$ cat config.mk
export PLATFORM = sky130hd
export DESIGN_NAME = rfrac_ctrl
export DESIGN_NICKNAME = d
export VERILOG_FILES = /design/src/rfrac_ctrl.v
export VERILOG_INCLUDE_DIRS = /design/src /design/src/src
export SDC_FILE = /design/constraint.sdc
export NUM_CORES = 1
export LEC_CHECK = 0
export ABC_AREA = 1
export ABC_CLOCK_PERIOD_IN_PS = 12200
export BUFFER_PORTS_ARGS = -buffer_cell sky130_fd_sc_hd__buf_2
export CAP_MARGIN = 5
export CORE_MARGIN = 2
export CORE_UTILIZATION = 50
export DETAILED_ROUTE_END_ITERATION = 8
export PLACE_DENSITY = 0.65
export SYNTH_ARGS = -nofsm -noshare
export SYNTH_HDL_FRONTEND = slang
export SYNTH_SLANG_ARGS = --single-unit
$ cat constraint.sdc
create_clock -name clock -period 12.2 [get_ports clock]
set_clock_uncertainty 0.2 [all_clocks]
set_input_delay 0.61 -clock clock [delete_from_list [all_inputs] [get_ports clock]]
set_output_delay 0.61 -clock clock [all_outputs]
set_load 0.02 [all_outputs]
$ cat src/rfrac_defines.vh
// Constants of the refrigeration fan, relay and alarm controller
// Summary of operation
// - Fan mode 0 always on, 1 ambient-evaporator difference, 2 evaporator thermostat.
// - Mode 1 runs fans while evaporator colder than ambient by activation offset.
// - Mode 2 fans off above setpoint plus offset, on below it minus differential.
// - Mode 0 with stop-with-compressor flag holds fans off while compressor is off.
// - Stop-in-defrost flag keeps fans off during defrost in every fan mode.
// - After dripping, fans stay stopped for the post-drip time, 0 to 15 minutes.
// - Relay 4 function: 0 auxiliary, 1 de-energised alarm, 2 energised alarm.
// - Function 1: relay 4 normally off, energises while an alarm exists.
// - Function 2: relay 4 normally energised, drops out on an alarm.
// - Mute returns relay 4 from alarm only once the alarm cause has cleared.
// - Relay 5 is always an alarm output; mute always resets it.
// - Function 0 with an input set to door switch gives light control.
// - Inhibit 0 disables keys, 2 keys and remote, 3 only the remote.
// - With recording enabled track ambient max/min and count hours up to 199.
// - Key press while hours are shown clears hours and restarts recording.
// - Power loss clears hours and extremes; recording restarts with hours at zero. Reset reloads rec_en[8] as 0 here, so recording stays off.
// - Sensor fault: duty 1..99 minutes on then 15 off, 0 off, 100 on.
// - External alarm: its own duty setting drives compressor the same way.
// - Low alarm while temperature below setpoint minus low offset minus differential.
// - High alarm while temperature above setpoint plus high offset plus differential.
// - Defrost indication shown only when the display override setting is 0.
// - Program key held at power-up shows reset and later restores defaults.
// - Low or high alarm offset of zero disables that alarm.
`ifndef RFRAC_DEFINES_VH
`define RFRAC_DEFINES_VH

// ----------------------------------------
// Timing
// ----------------------------------------
`define RFRAC_CLK_HZ     64'h2625A00
`define RFRAC_MIN_S      64'h3C
`define RFRAC_RST_WAIT_S 64'h3
`define RFRAC_MIN_PER_H  6'h3B
`define RFRAC_HOURS_MAX  8'hC7
`define RFRAC_DUTY_OFF   7'h0F
`define RFRAC_DUTY_ON    7'h64

// ----------------------------------------
// Register offsets
// ----------------------------------------
`define RFRAC_A_CFG      8'h00
`define RFRAC_A_SETP     8'h04
`define RFRAC_A_ALARM    8'h08
`define RFRAC_A_DIFF     8'h0C
`define RFRAC_A_DUTY     8'h10
`define RFRAC_A_STAT     8'h14
`define RFRAC_A_MINMAX   8'h18
`define RFRAC_A_HOURS    8'h1C

// ----------------------------------------
// Field encodings
// ----------------------------------------
`define RFRAC_FAN_ALWAYS 2'h0
`define RFRAC_FAN_DIFF   2'h1
`define RFRAC_FAN_EVAP   2'h2
`define RFRAC_R4_AUX     2'h0
`define RFRAC_R4_NDE     2'h1
`define RFRAC_R4_NEN     2'h2
`define RFRAC_INH_KEYS   2'h0
`define RFRAC_INH_BOTH   2'h2
`define RFRAC_INH_IR     2'h3
`define RFRAC_IN_DOOR    3'h5

// ----------------------------------------
// Default words and write masks
// ----------------------------------------
// CFG: mode[1:0] stopcmp[2] stopdef[3] r4fn[5:4] inhibit[7:6]
//      rec_en[8] disp_ovr[9] aux[10] postdrip[15:12]
`define RFRAC_CFG_DEF    32'h0000124C
`define RFRAC_CFG_MASK   32'h0000F7FF
// SETP: setpoint[11:0] fan offset[27:16], tenths of a degree
`define RFRAC_SETP_DEF   32'h00320028
`define RFRAC_ALARM_DEF  32'h00000000
`define RFRAC_DIFF_DEF   32'h00000002
// DUTY: sensor[6:0] external[14:8] in1[18:16] in2[22:20]
`define RFRAC_DUTY_DEF   32'h00000000
`define RFRAC_T_MASK     32'h0FFF0FFF
`define RFRAC_DIFF_MASK  32'h00000FFF
`define RFRAC_DUTY_MASK  32'h00777F7F

`endif
$ cat src/rfrac_ctrl.v
// Fan, relay, duty and temperature alarm control with APB registers
//
// Local design decisions: the APB interface to the registers and the placing of the registers.
`timescale 1ns/1ps
`include "rfrac_defines.vh"

module rfrac_ctrl #(
  parameter [63:0] MIN_CYC = `RFRAC_MIN_S * `RFRAC_CLK_HZ,
  parameter [63:0] RST_CYC = `RFRAC_RST_WAIT_S * `RFRAC_CLK_HZ
) (
  input  wire        clock,
  input  wire        sys_rst,
  input  wire        psel,
  input  wire        penable,
  input  wire        pwrite,
  input  wire [7:0]  paddr,
  input  wire [31:0] pwdata,
  output reg         pready_q,
  output reg  [31:0] prdata_q,
  output reg         pslverr_q,
  input  wire [11:0] amb_temp,
  input  wire [11:0] evap_temp,
  input  wire        comp_demand,
  input  wire        defrost_active,
  input  wire        dripping_active,
  input  wire        control_sensor_error,
  input  wire        ext_alarm,
  input  wire        door_in1,
  input  wire        door_in2,
  input  wire        mute_key,
  input  wire        mute_ir,
  input  wire        hours_clear_key,
  input  wire        hours_clear_ir,
  input  wire        program_key,
  output reg         fan_run_q,
  output reg         comp_run_q,
  output reg         relay4_q,
  output reg         relay5_q,
  output reg         low_alarm_q,
  output reg         high_alarm_q,
  output reg         defrost_indication_q,
  output reg         reset_indication_q,
  output reg         keys_enable_q,
  output reg         ir_enable_q
);

  localparam [31:0] MIN_L = MIN_CYC[31:0];
  localparam [31:0] RST_L = RST_CYC[31:0];
  localparam [2:0] ST_CHECK = 3'h1;
  localparam [2:0] ST_WAIT  = 3'h2;
  localparam [2:0] ST_RUN   = 3'h4;

  function [13:0] sx;
    input [11:0] v;
    begin
      sx = {{2{v[11]}}, v};
    end
  endfunction

  // ----------------------------------------
  // Configuration registers
  // ----------------------------------------
  reg  [31:0] cfg_q;
  reg  [31:0] setp_q;
  reg  [31:0] alarm_q;
  reg  [31:0] diff_q;
  reg  [31:0] duty_q;

  wire [1:0]  fan_mode                 = cfg_q[1:0];
  wire        fan_stop_with_compressor = cfg_q[2];
  wire        fan_stop_in_defrost      = cfg_q[3];
  wire [1:0]  relay4_function          = cfg_q[5:4];
  wire [1:0]  input_inhibit_select     = cfg_q[7:6];
  wire        minmax_record_enable     = cfg_q[8];
  wire        defrost_display_override = cfg_q[9];
  wire        aux_ctrl                 = cfg_q[10];
  wire [3:0]  fan_post_drip_stop_time  = cfg_q[15:12];
  wire [11:0] setpoint                 = setp_q[11:0];
  wire [11:0] fan_activation_offset    = setp_q[27:16];
  wire [11:0] low_alarm_offset         = alarm_q[11:0];
  wire [11:0] high_alarm_offset        = alarm_q[27:16];
  wire [11:0] alarm_fan_differential   = diff_q[11:0];
  wire [6:0]  sensor_fault_duty        = duty_q[6:0];
  wire [6:0]  external_alarm_duty      = duty_q[14:8];
  wire [2:0]  input1_function          = duty_q[18:16];
  wire [2:0]  input2_function          = duty_q[22:20];

  // ----------------------------------------
  // Power-up reset procedure
  // ----------------------------------------
  reg  [2:0]  st_q;
  reg  [31:0] rst_cnt_q;
  wire        load_def = (st_q == ST_WAIT) && (rst_cnt_q == RST_L - 32'h1);

  always @(posedge clock) begin
    if (sys_rst) begin
      st_q               <= ST_CHECK;
      rst_cnt_q          <= 32'h0;
      reset_indication_q <= 1'b0;
    end else begin
      case (st_q)
        ST_CHECK: begin
          if (program_key) begin
            st_q               <= ST_WAIT;
            reset_indication_q <= 1'b1;
          end else begin
            st_q <= ST_RUN;
          end
        end
        ST_WAIT: begin
          rst_cnt_q <= rst_cnt_q + 32'h1;
          if (load_def) begin
            st_q               <= ST_RUN;
            reset_indication_q <= 1'b0;
          end
        end
        ST_RUN:  st_q <= ST_RUN;
        default: st_q <= ST_RUN;
      endcase
    end
  end

  // ----------------------------------------
  // APB slave
  // ----------------------------------------
  reg         stat_hit;
  reg  [31:0] rdata;
  reg  [11:0] max_q;
  reg  [11:0] min_q;
  reg  [7:0]  hours_q;
  wire [31:0] stat_word = {22'h0, ir_enable_q, keys_enable_q, reset_indication_q,
                           defrost_indication_q, high_alarm_q, low_alarm_q, relay5_q,
                           relay4_q, comp_run_q, fan_run_q};
  wire        wr = psel & penable & pready_q & pwrite & stat_hit;

  always @* begin
    stat_hit = 1'b1;
    case (paddr)
      `RFRAC_A_CFG:    rdata = cfg_q;
      `RFRAC_A_SETP:   rdata = setp_q;
      `RFRAC_A_ALARM:  rdata = alarm_q;
      `RFRAC_A_DIFF:   rdata = diff_q;
      `RFRAC_A_DUTY:   rdata = duty_q;
      `RFRAC_A_STAT:   rdata = stat_word;
      `RFRAC_A_MINMAX: rdata = {4'h0, min_q, 4'h0, max_q};
      `RFRAC_A_HOURS:  rdata = {24'h0, hours_q};
      default: begin
        rdata    = 32'h0;
        stat_hit = 1'b0;
      end
    endcase
  end

  always @(posedge clock) begin
    if (sys_rst) begin
      pready_q  <= 1'b0;
      prdata_q  <= 32'h0;
      pslverr_q <= 1'b0;
    end else if (psel && penable && !pready_q) begin
      pready_q  <= 1'b1;
      prdata_q  <= pwrite ? 32'h0 : rdata;
      pslverr_q <= ~stat_hit;
    end else begin
      pready_q  <= 1'b0;
      pslverr_q <= 1'b0;
    end
  end

  always @(posedge clock) begin
    if (sys_rst || load_def) begin
      cfg_q   <= `RFRAC_CFG_DEF;
      setp_q  <= `RFRAC_SETP_DEF;
      alarm_q <= `RFRAC_ALARM_DEF;
      diff_q  <= `RFRAC_DIFF_DEF;
      duty_q  <= `RFRAC_DUTY_DEF;
    end else if (wr) begin
      case (paddr)
        `RFRAC_A_CFG:   cfg_q   <= pwdata & `RFRAC_CFG_MASK;
        `RFRAC_A_SETP:  setp_q  <= pwdata & `RFRAC_T_MASK;
        `RFRAC_A_ALARM: alarm_q <= pwdata & `RFRAC_T_MASK;
        `RFRAC_A_DIFF:  diff_q  <= pwdata & `RFRAC_DIFF_MASK;
        `RFRAC_A_DUTY:  duty_q  <= pwdata & `RFRAC_DUTY_MASK;
        default:        cfg_q   <= cfg_q;
      endcase
    end
  end

  // ----------------------------------------
  // Minute time base
  // ----------------------------------------
  reg  [31:0] tick_cnt_q;
  reg         min_tick_q;

  always @(posedge clock) begin
    if (sys_rst || tick_cnt_q == MIN_L - 32'h1) begin
      tick_cnt_q <= 32'h0;
      min_tick_q <= ~sys_rst;
    end else begin
      tick_cnt_q <= tick_cnt_q + 32'h1;
      min_tick_q <= 1'b0;
    end
  end

  // ----------------------------------------
  // Key and remote inhibit
  // ----------------------------------------
  wire keys_ok_d = !(input_inhibit_select == `RFRAC_INH_KEYS ||
                     input_inhibit_select == `RFRAC_INH_BOTH);
  wire ir_ok_d   = !(input_inhibit_select == `RFRAC_INH_IR ||
                     input_inhibit_select == `RFRAC_INH_BOTH);
  wire mute      = (mute_key & keys_enable_q) | (mute_ir & ir_enable_q);
  wire hrs_clr   = (hours_clear_key & keys_enable_q) | (hours_clear_ir & ir_enable_q);

  always @(posedge clock) begin
    if (sys_rst) begin
      keys_enable_q <= 1'b0;
      ir_enable_q   <= 1'b0;
    end else begin
      keys_enable_q <= keys_ok_d;
      ir_enable_q   <= ir_ok_d;
    end
  end

  // ----------------------------------------
  // Temperature alarms
  // ----------------------------------------
  wire [13:0] lo_lim = sx(setpoint) - sx(low_alarm_offset) - sx(alarm_fan_differential);
  wire [13:0] hi_lim = sx(setpoint) + sx(high_alarm_offset) + sx(alarm_fan_differential);
  wire        lo_d   = (low_alarm_offset != 12'h0) &&
                       ($signed(sx(amb_temp)) < $signed(lo_lim));
  wire        hi_d   = (high_alarm_offset != 12'h0) &&
                       ($signed(sx(amb_temp)) > $signed(hi_lim));
  wire        alarm_any = low_alarm_q | high_alarm_q | control_sensor_error | ext_alarm;
  reg         alarm_prev_q;
  reg         r4_alm_q;

  always @(posedge clock) begin
    if (sys_rst) begin
      low_alarm_q  <= 1'b0;
      high_alarm_q <= 1'b0;
      alarm_prev_q <= 1'b0;
      r4_alm_q     <= 1'b0;
      relay5_q     <= 1'b0;
    end else begin
      low_alarm_q  <= lo_d;
      high_alarm_q <= hi_d;
      alarm_prev_q <= alarm_any;
      if (alarm_any)
        r4_alm_q <= 1'b1;
      else if (mute)
        r4_alm_q <= 1'b0;
      if (alarm_any && !alarm_prev_q)
        relay5_q <= 1'b1;
      else if (mute)
        relay5_q <= 1'b0;
    end
  end

  // ----------------------------------------
  // Relay 4
  // ----------------------------------------
  reg relay4_d;

  always @* begin
    case (relay4_function)
      `RFRAC_R4_AUX: begin
        if (input1_function == `RFRAC_IN_DOOR)
          relay4_d = door_in1;
        else if (input2_function == `RFRAC_IN_DOOR)
          relay4_d = door_in2;
        else
          relay4_d = aux_ctrl;
      end
      `RFRAC_R4_NDE: relay4_d = r4_alm_q;
      `RFRAC_R4_NEN: relay4_d = ~r4_alm_q;
      default:       relay4_d = 1'b0;
    endcase
  end

  always @(posedge clock) begin
    if (sys_rst)
      relay4_q <= 1'b0;
    else
      relay4_q <= relay4_d;
  end

  // ----------------------------------------
  // Compressor duty during faults
  // ----------------------------------------
  wire       duty_act = control_sensor_error | ext_alarm;
  wire [6:0] duty_sel = control_sensor_error ? sensor_fault_duty : external_alarm_duty;
  reg        duty_on_q;
  reg  [6:0] duty_cnt_q;
  wire [6:0] duty_nxt = duty_cnt_q + 7'h1;
  reg        comp_d;

  always @(posedge clock) begin
    if (sys_rst || !duty_act) begin
      duty_on_q  <= 1'b1;
      duty_cnt_q <= 7'h0;
    end else if (min_tick_q) begin
      if (duty_on_q ? (duty_nxt >= duty_sel) : (duty_nxt >= `RFRAC_DUTY_OFF)) begin
        duty_on_q  <= ~duty_on_q;
        duty_cnt_q <= 7'h0;
      end else begin
        duty_cnt_q <= duty_nxt;
      end
    end
  end

  always @* begin
    if (!duty_act)
      comp_d = comp_demand;
    else if (duty_sel == 7'h0)
      comp_d = 1'b0;
    else if (duty_sel >= `RFRAC_DUTY_ON)
      comp_d = 1'b1;
    else
      comp_d = duty_on_q;
  end

  always @(posedge clock) begin
    if (sys_rst)
      comp_run_q <= 1'b0;
    else
      comp_run_q <= comp_d;
  end

  // ----------------------------------------
  // Fan control
  // ----------------------------------------
  wire [13:0] fan_hi   = sx(setpoint) + sx(fan_activation_offset);
  wire [13:0] fan_lo   = fan_hi - sx(alarm_fan_differential);
  wire [13:0] amb_gap  = sx(amb_temp) - sx(evap_temp);
  reg         fan_th_q;
  reg         drip_prev_q;
  reg  [3:0]  drip_cnt_q;
  reg         fan_d;

  always @(posedge clock) begin
    if (sys_rst) begin
      fan_th_q    <= 1'b1;
      drip_prev_q <= 1'b0;
      drip_cnt_q  <= 4'h0;
    end else begin
      if ($signed(sx(evap_temp)) > $signed(fan_hi))
        fan_th_q <= 1'b0;
      else if ($signed(sx(evap_temp)) < $signed(fan_lo))
        fan_th_q <= 1'b1;
      drip_prev_q <= dripping_active;
      if (drip_prev_q && !dripping_active)
        drip_cnt_q <= fan_post_drip_stop_time;
      else if (min_tick_q && drip_cnt_q != 4'h0)
        drip_cnt_q <= drip_cnt_q - 4'h1;
    end
  end

  always @* begin
    case (fan_mode)
      `RFRAC_FAN_ALWAYS: fan_d = !(fan_stop_with_compressor && !comp_run_q);
      `RFRAC_FAN_DIFF:   fan_d = $signed(amb_gap) >= $signed(sx(fan_activation_offset));
      `RFRAC_FAN_EVAP:   fan_d = fan_th_q;
      default:           fan_d = 1'b0;
    endcase
    if (fan_stop_in_defrost && defrost_active)
      fan_d = 1'b0;
    // Drip end edge covers the cycle before the stop count is loaded
    if (dripping_active || drip_prev_q || drip_cnt_q != 4'h0)
      fan_d = 1'b0;
  end

  always @(posedge clock) begin
    if (sys_rst) begin
      fan_run_q            <= 1'b0;
      defrost_indication_q <= 1'b0;
    end else begin
      fan_run_q            <= fan_d;
      defrost_indication_q <= defrost_active & ~defrost_display_override;
    end
  end

  // ----------------------------------------
  // Min/max recording
  // ----------------------------------------
  reg        rec_prev_q;
  reg  [5:0] rec_min_q;
  wire       rec_restart = hrs_clr || (minmax_record_enable && !rec_prev_q);

  always @(posedge clock) begin
    if (sys_rst) begin
      rec_prev_q <= 1'b0;
      rec_min_q  <= 6'h0;
      hours_q    <= 8'h0;
      max_q      <= 12'h0;
      min_q      <= 12'h0;
    end else begin
      rec_prev_q <= minmax_record_enable;
      if (rec_restart) begin
        rec_min_q <= 6'h0;
        hours_q   <= 8'h0;
        max_q     <= amb_temp;
        min_q     <= amb_temp;
      end else if (minmax_record_enable) begin
        if ($signed(amb_temp) > $signed(max_q))
          max_q <= amb_temp;
        if ($signed(amb_temp) < $signed(min_q))
          min_q <= amb_temp;
        if (min_tick_q) begin
          if (rec_min_q == `RFRAC_MIN_PER_H) begin
            rec_min_q <= 6'h0;
            if (hours_q != `RFRAC_HOURS_MAX)
              hours_q <= hours_q + 8'h1;
          end else begin
            rec_min_q <= rec_min_q + 6'h1;
          end
        end
      end
    end
  end

endmodule

==> results of run 1 <==
==> synth_stat cells (6+ instances only) <==
library cell and n:
a21oi_1 277, a31oi_1 7, buf_2 30, buf_4 13, buf_6 10, clkbuf_1 30
dfxtp_1 258, fa_1 28, ha_1 167, inv_1 317, inv_2 7, nand2_1 592
nand2_2 8, nand3_1 226, nand3b_1 6, nand4_1 57, nor2_1 211, nor2_2 8
nor3_1 51, nor3b_1 6, nor4_1 10, o21ai_0 107, o21bai_1 8, o221ai_1 7
o22ai_1 7, xnor2_1 29, xor2_1 56
==> routing by layer <==
layer | global-route usage [%] | routed length (um) | vias up
li1 | - | - | 8702
met1 | 40.6 | 25200 | 8204
met2 | 51.0 | 26600 | 580
met3 | 3.22 | 3640 | 121
met4 | 12.4 | 2280 | 2
met5 | 0 | 14 | -
==> flip-flops by register name (all words and copies together), names as in the netlist, 15 cells and up <==
signal      count
alarm_q        24
cfg_q          15
duty_q         20
prdata_q       28
rst_cnt_q      32
setp_q         24
tick_cnt_q     32
==> power by group through the flow <==
stage / combinational [mW] / sequential (mW) / clock, mW
3_5_place_dp: 0.195 / 0.878 / 0
2_1_floorplan: 0.129 / 0.878 / 0
4_1_cts: 0.196 / 0.859 / 0.936
6_report: 0.198 / 0.859 / 0.924
5_1_grt: 0.224 / 0.860 / 0.971
3_3_place_gp: 0.189 / 0.877 / 0
==> worst register-to-register path, stage by stage (launching register included) <==
cell      delay [ns]
dfxtp_1         0.65
inv_1           0.25
fa_1            0.53
o21ai_0         0.24
xor2_1          0.33
ha_1            0.34
a21oi_1         0.20
a21boi_0        0.30
o21ai_0         0.19
a21oi_1         0.19
xor2_1          0.19
ha_1            0.26
a21oi_1         0.14
o21ai_0         0.10
a21oi_1         0.17
nand3b_1        0.09
nand2_1         0.10
nand2_1         0.05
nand2_1         0.05
nand2_1         0.04
==> cell type report <==
type                       count  area, um^2  share of cell area (%)
tap                          461         577                    2.94
clock buffer                  44         855                    4.35
timing repair buffer         124         641                    3.26
clock inverter                10         144                   0.732
multi-input combinational   1927       11000                    56.2
inverter                     326        1220                    6.23
sequential                   258        5160                    26.3
==> per-stage QoR <==
| step | power [mW] | instance area, um^2 |
|---|---|---|
| global placement | 1.07 | 18600 |
| global route | 2.06 | 19600 |
| CTS | 1.99 | 19600 |
| finish | 1.98 | 19600 |
| detailed placement | 1.07 | 18600 |
| floorplan | 1.01 | 17900 |
==> path summary, 6_finish.rpt <==
| kind | startpoint | to | slack (ns) | cells after the start |
|---|---|---|---|---|
| setup reg to reg | setp_q[1] | fan_th_q | 7.46 | 19 |
| hold / removal | dripping_active | drip_prev_q | 0.07 | 3 |
| setup / recovery | setp_q[1] | fan_th_q | 7.46 | 19 |
| hold reg to reg | alarm_prev_q | relay5_q | 0.22 | 1 |
==> kinds of logic after synthesis <==
group | after synthesis
compound gates | 446
xor+xnor | 85
fa+ha+maj | 195
buf+inv | 414
flops | 258
mux | 2
other cells | 1
simple gates | 1195
==> results.cfg, run 1 <==
[finish]
final_common_cell = nand2_1
area_delta_synth_final_pct = 9.80
layout.cells.non_filler = 3150
layout_common_cells = 591 x nand2_1, 316 x inv_1, 277 x a21oi_1, 258 x dfxtp_1, 226 x nand3_1
diodes = 0
fillCellCount = 3533
drive_gt1_share_pct = 7.85
fin_nets = 2944
finalCoreUtilization_pct = 55.5

[drt]
via_per_inst = 5.59
drc = 0
ant_nets = 0
num_vias = 17600
dr.pass1.iters = 6
drt_iter0_drc = 1367
wl_per_cell_um = 18.3
wirelength_um = 57700

[clock_network]
clk_pin_slew_ns = 0.07
clock-sinks = 258
root_buffer = clkbuf_16
cts_resized = 0
clock_latency_ns = 0.59
cts.path.max_buffers = 3
cts_setup_buffers = 0
cts_tree = built
htreeDepth = 1
cts_made_buffers = 31
hold_buffers = 0

[global_routing]
grt_pass1_vias = 16400
globalRouteOverflowTotal = 0
antenna_found_initial = 2
grt_max_degree = 65
grt_first_pass_wirelength_um = 88400
track_usage_pct = 30.6

[logic_synthesis]
synth-xor-area-share_pct = 4.16
yosys.area_share.adder_pct = 14.8
synth_mux_area_share_pct = 0.112
synth_top_area_share_pct = 28.9
synth_compound_area_share_pct = 13.4
yosysUniqueCellTypes = 56
syn_area_um2 = 17900
yosys.area_share.simple_pct = 29.1
synth_ff_type = dfxtp_1
synth-edff-count = 0
synth_top_family_by_area = simple AND/OR/NAND/NOR gates
syn_area_per_cell_um2 = 6.89
synth-seq-area-share_pct = 28.9
synth_seq_cells = 258
ys_top_cells_by_area = dfxtp_1 29%, nand2_1 12%, ha_1 12%, a21oi_1 7.7%, inv_1 6.7%
synth_warnings = 0
yosys.area.top_type = dfxtp_1
ys_async_sr_fraction_pct = 0
syn_inst = 2596

[place]
placed_cells = 3096
post-place-ws_ns = 7.52
hpwl_um = 44200
port_buffers = 116
place_congestion = 0.990

[setup_path]
start_kind = register
crit_buf_inv = 1
crit_chain = inv_1 -> fa_1 -> o21ai_0 -> xor2_1 -> ha_1 -> a21oi_1 -> a21boi_0 -> o21ai_0 -> a21oi_1 -> xor2_1 -> ha_1 -> a21oi_1 -> o21ai_0 -> a21oi_1 -> nand3b_1 -> nand2_1 -> nand2_1 -> nand2_1 -> nand2_1
cp_max_fo = 9
cp_top_family = compound AO/OA/AOI/OAI gates
critPathRequiredTime_ns = 12.46
crit_path_end_kind = register
cpPeakStageDelay_ns = 0.65
cpMaxStageDelayCell = dfxtp_1
critPathArrivalTime_ns = 5.00
critPathKind = register to register

[pwr]
seqPwrFrac_pct = 43.4
power_density_nw_per_um2 = 101
power_frac_comb_pct = 10.0
leakage_nw = 8.44
p_sw_share_pct = 25.8
ir_drop_v = 0.000126
power.share.clock_pct = 46.6
switchingPower_uw = 511
intPower_mw = 1.47

[timing]
tns_ns = 0
setup_ws_ns = 7.46
fin_crit_ns = 4.74
hold_viol = 0
drv_slew = 0
fmax_ghz = 0.211
fin_crit_sh_pct = 38.9
rsz0062_at_grt = no
finalSetupViolCount = 0
relSlewSlack_pct = 28.0
worst_slew_pin_slew_ns = 1.08
timing.hold.ws_ns = 0.0715

[outcome]
status = finished, final reports clean

[floorplanning]
start_util_pct = 50.5
die_y_um = 193
die-area_um2 = 37300
core_region_area_um2 = 35400
die_w_um = 193
row_count = 69
io_pins = 125

[hold_path]
worstHoldPathType = input port to register

[run]
cap_violations = 0
Note: power is estimated with default switching activity, not from simulation.
==> run 2, diff against run 1 <==
Settings changed: ABC_CLOCK_PERIOD_IN_PS 12200 to 4800.
Clock period 12.2 ns to 4.8 ns, I/O delays scaled along.
==> results.cfg, run 2 (same netlist as run 1, synthesis figures left out) <==
[timing]
rsz0062_at_grt = no
worst_slew_pin_slew_ns = 1.14
fin_crit_sh_pct = 90.3
tns_ns = 0
drv_slew = 0
hold_viol = 0
fin_crit_ns = 4.33
finalSetupViolCount = 0
relSlewSlack_pct = 23.7
fmax_ghz = 0.231

[finish]
layout_common_cells = 591 x nand2_1, 316 x inv_1, 277 x a21oi_1, 257 x dfxtp_1, 226 x nand3_1
final_common_cell = nand2_1
final_area_um2 = 20400
finalCoreUtilization_pct = 57.5
drive_gt1_share_pct = 8.20
layout.cells.non_filler = 3217
area_delta_synth_final_pct = 13.8
fillCellCount = 3422
multi_input_area_um2 = 11000
top_regs = rst_cnt_q: 32 flops, tick_cnt_q: 32 flops, prdata_q: 28 flops
regArea_um2 = 5170
fin_nets = 3007

[drt]
wl_met3_um = 4220
drc = 0
wl_met2_um = 26800
via_per_inst = 5.54
ant_nets = 0
drt_iter0_drc = 1473
wl_met1_um = 25300
wirelength_um = 59500
dr.pass1.iters = 5
wl_per_cell_um = 18.5
num_vias = 17800
dr.max_layer_used = met4

[floorplanning]
die_w_um = 193
start_util_pct = 50.5
die_y_um = 193
row_count = 69
io_pins = 125
core_region_area_um2 = 35400
die-area_um2 = 37300

[setup_path]
cpPeakStageDelay_ns = 0.42
reg2reg_slack_ns = 0.47
start_kind = register
crit_path_end_kind = register
cpMaxStageDelayCell = dfxtp_2
critPathRequiredTime_ns = 5.05
cp_max_fo = 5
critPathArrivalTime_ns = 4.59
crit_chain = ha_1 -> inv_1 -> fa_1 -> o21ai_0 -> xor2_1 -> ha_1 -> a21oi_1 -> a21boi_0 -> o21ai_0 -> a21oi_1 -> xor2_1 -> ha_1 -> a21oi_1 -> o21ai_0 -> a21oi_1 -> nand3b_1 -> nand2_1 -> nand2_1 -> nand2_1 -> nand2_1
critPathKind = register to register

[clock_network]
htreeDepth = 1
cts_setup_buffers = 0
cts_tree = built
clock-sinks = 258
cts_made_buffers = 30
cts.path.max_buffers = 3
clock_latency_ns = 0.58
root_buffer = clkbuf_16
clk_pin_slew_ns = 0.07

[place]
port_buffers = 116
placed_cells = 3104
hpwl_um = 45700
place_congestion = 0.980
place_area_um2 = 18700

[global_routing]
grt_max_degree = 64
grt_pass1_vias = 16500
track_usage_pct = 31.6
antenna_found_initial = 1
grt_first_pass_wirelength_um = 90900
globalRouteOverflowTotal = 0

[pwr]
power_density_nw_per_um2 = 256
p_total_mw = 5.20
leakage_nw = 8.76
ir_drop_v = 0.000254

[outcome]
status = finished, final reports clean

[run]
cap_violations = 0

[hold_path]
worstHoldPathType = input port to register
run 2: cell count changes in the layout (fill, tap and decap cells not counted), sizes merged:
| cell | delta |
|---|---|
| buf | +8 |
| bufinv | +1 |
| clkbuf | +1 |
| clkinvlp | +2 |
| diode | +1 |
| dlygate4sd3 | +56 |
| inv | -2 |
run 2: final cells by class:
class | count | area share [%]
diodes | 1 | 0.0123
clock buffers | 45 | 4.46
clock inverters | 11 | 0.805
inverters | 326 | 6.02
multi-input cells | 1927 | 54.2
flip-flops and latches | 258 | 25.4
well taps | 461 | 2.83
repair buffers | 188 | 6.26
run 2: where the power goes:
group / switching (mW) / internal [mW] / total (mW)
registers: 0.0142 / 2.17 / 2.18
logic: 0.345 / 0.203 / 0.548
clock network: 0.957 / 1.52 / 2.47
run 2: critical path, delay by kind of cell, from the launching register on:
kind / cells / cell delay [ns]
xor+xnor: 2 / 0.49
simple gates: 5 / 0.31
fa+ha+maj: 4 / 1.22
compound gates: 8 / 1.50
buf+inv: 1 / 0.06
flops: 1 / 0.42
run 2: per-layer routing:
metal  GRT usage, %  vias up
met2           51.5      631
met5              0        -
met1           41.4     8182
met3           4.49      146
met4           15.0        0
li1               -     8851
run 2: worst paths after layout:
check                    start  cells past startpoint        end
setup reg to reg     setp_q[0]                     20   fan_th_q
setup / recovery     setp_q[0]                     20   fan_th_q
hold reg to reg   alarm_prev_q                      1   relay5_q
hold / removal          pwrite                      5  cfg_q[13]
run 2: repair_timing:
action,4_1_cts,5_1_grt
endpoints found under the hold margin,136,0
hold buffers,56,0
gates resized for setup,0,1
endpoints found under the setup margin,0,1
run 2: stage by stage:
stage	setup WS [ns]	hold WS (ns)
6_report	0.466	0.0162
3_3_place_gp	0.457	0.213
4_1_cts	0.377	0.00272
2_1_floorplan	0.925	0.163
5_1_grt	0.000434	0.0333
3_5_place_dp	0.389	0.215
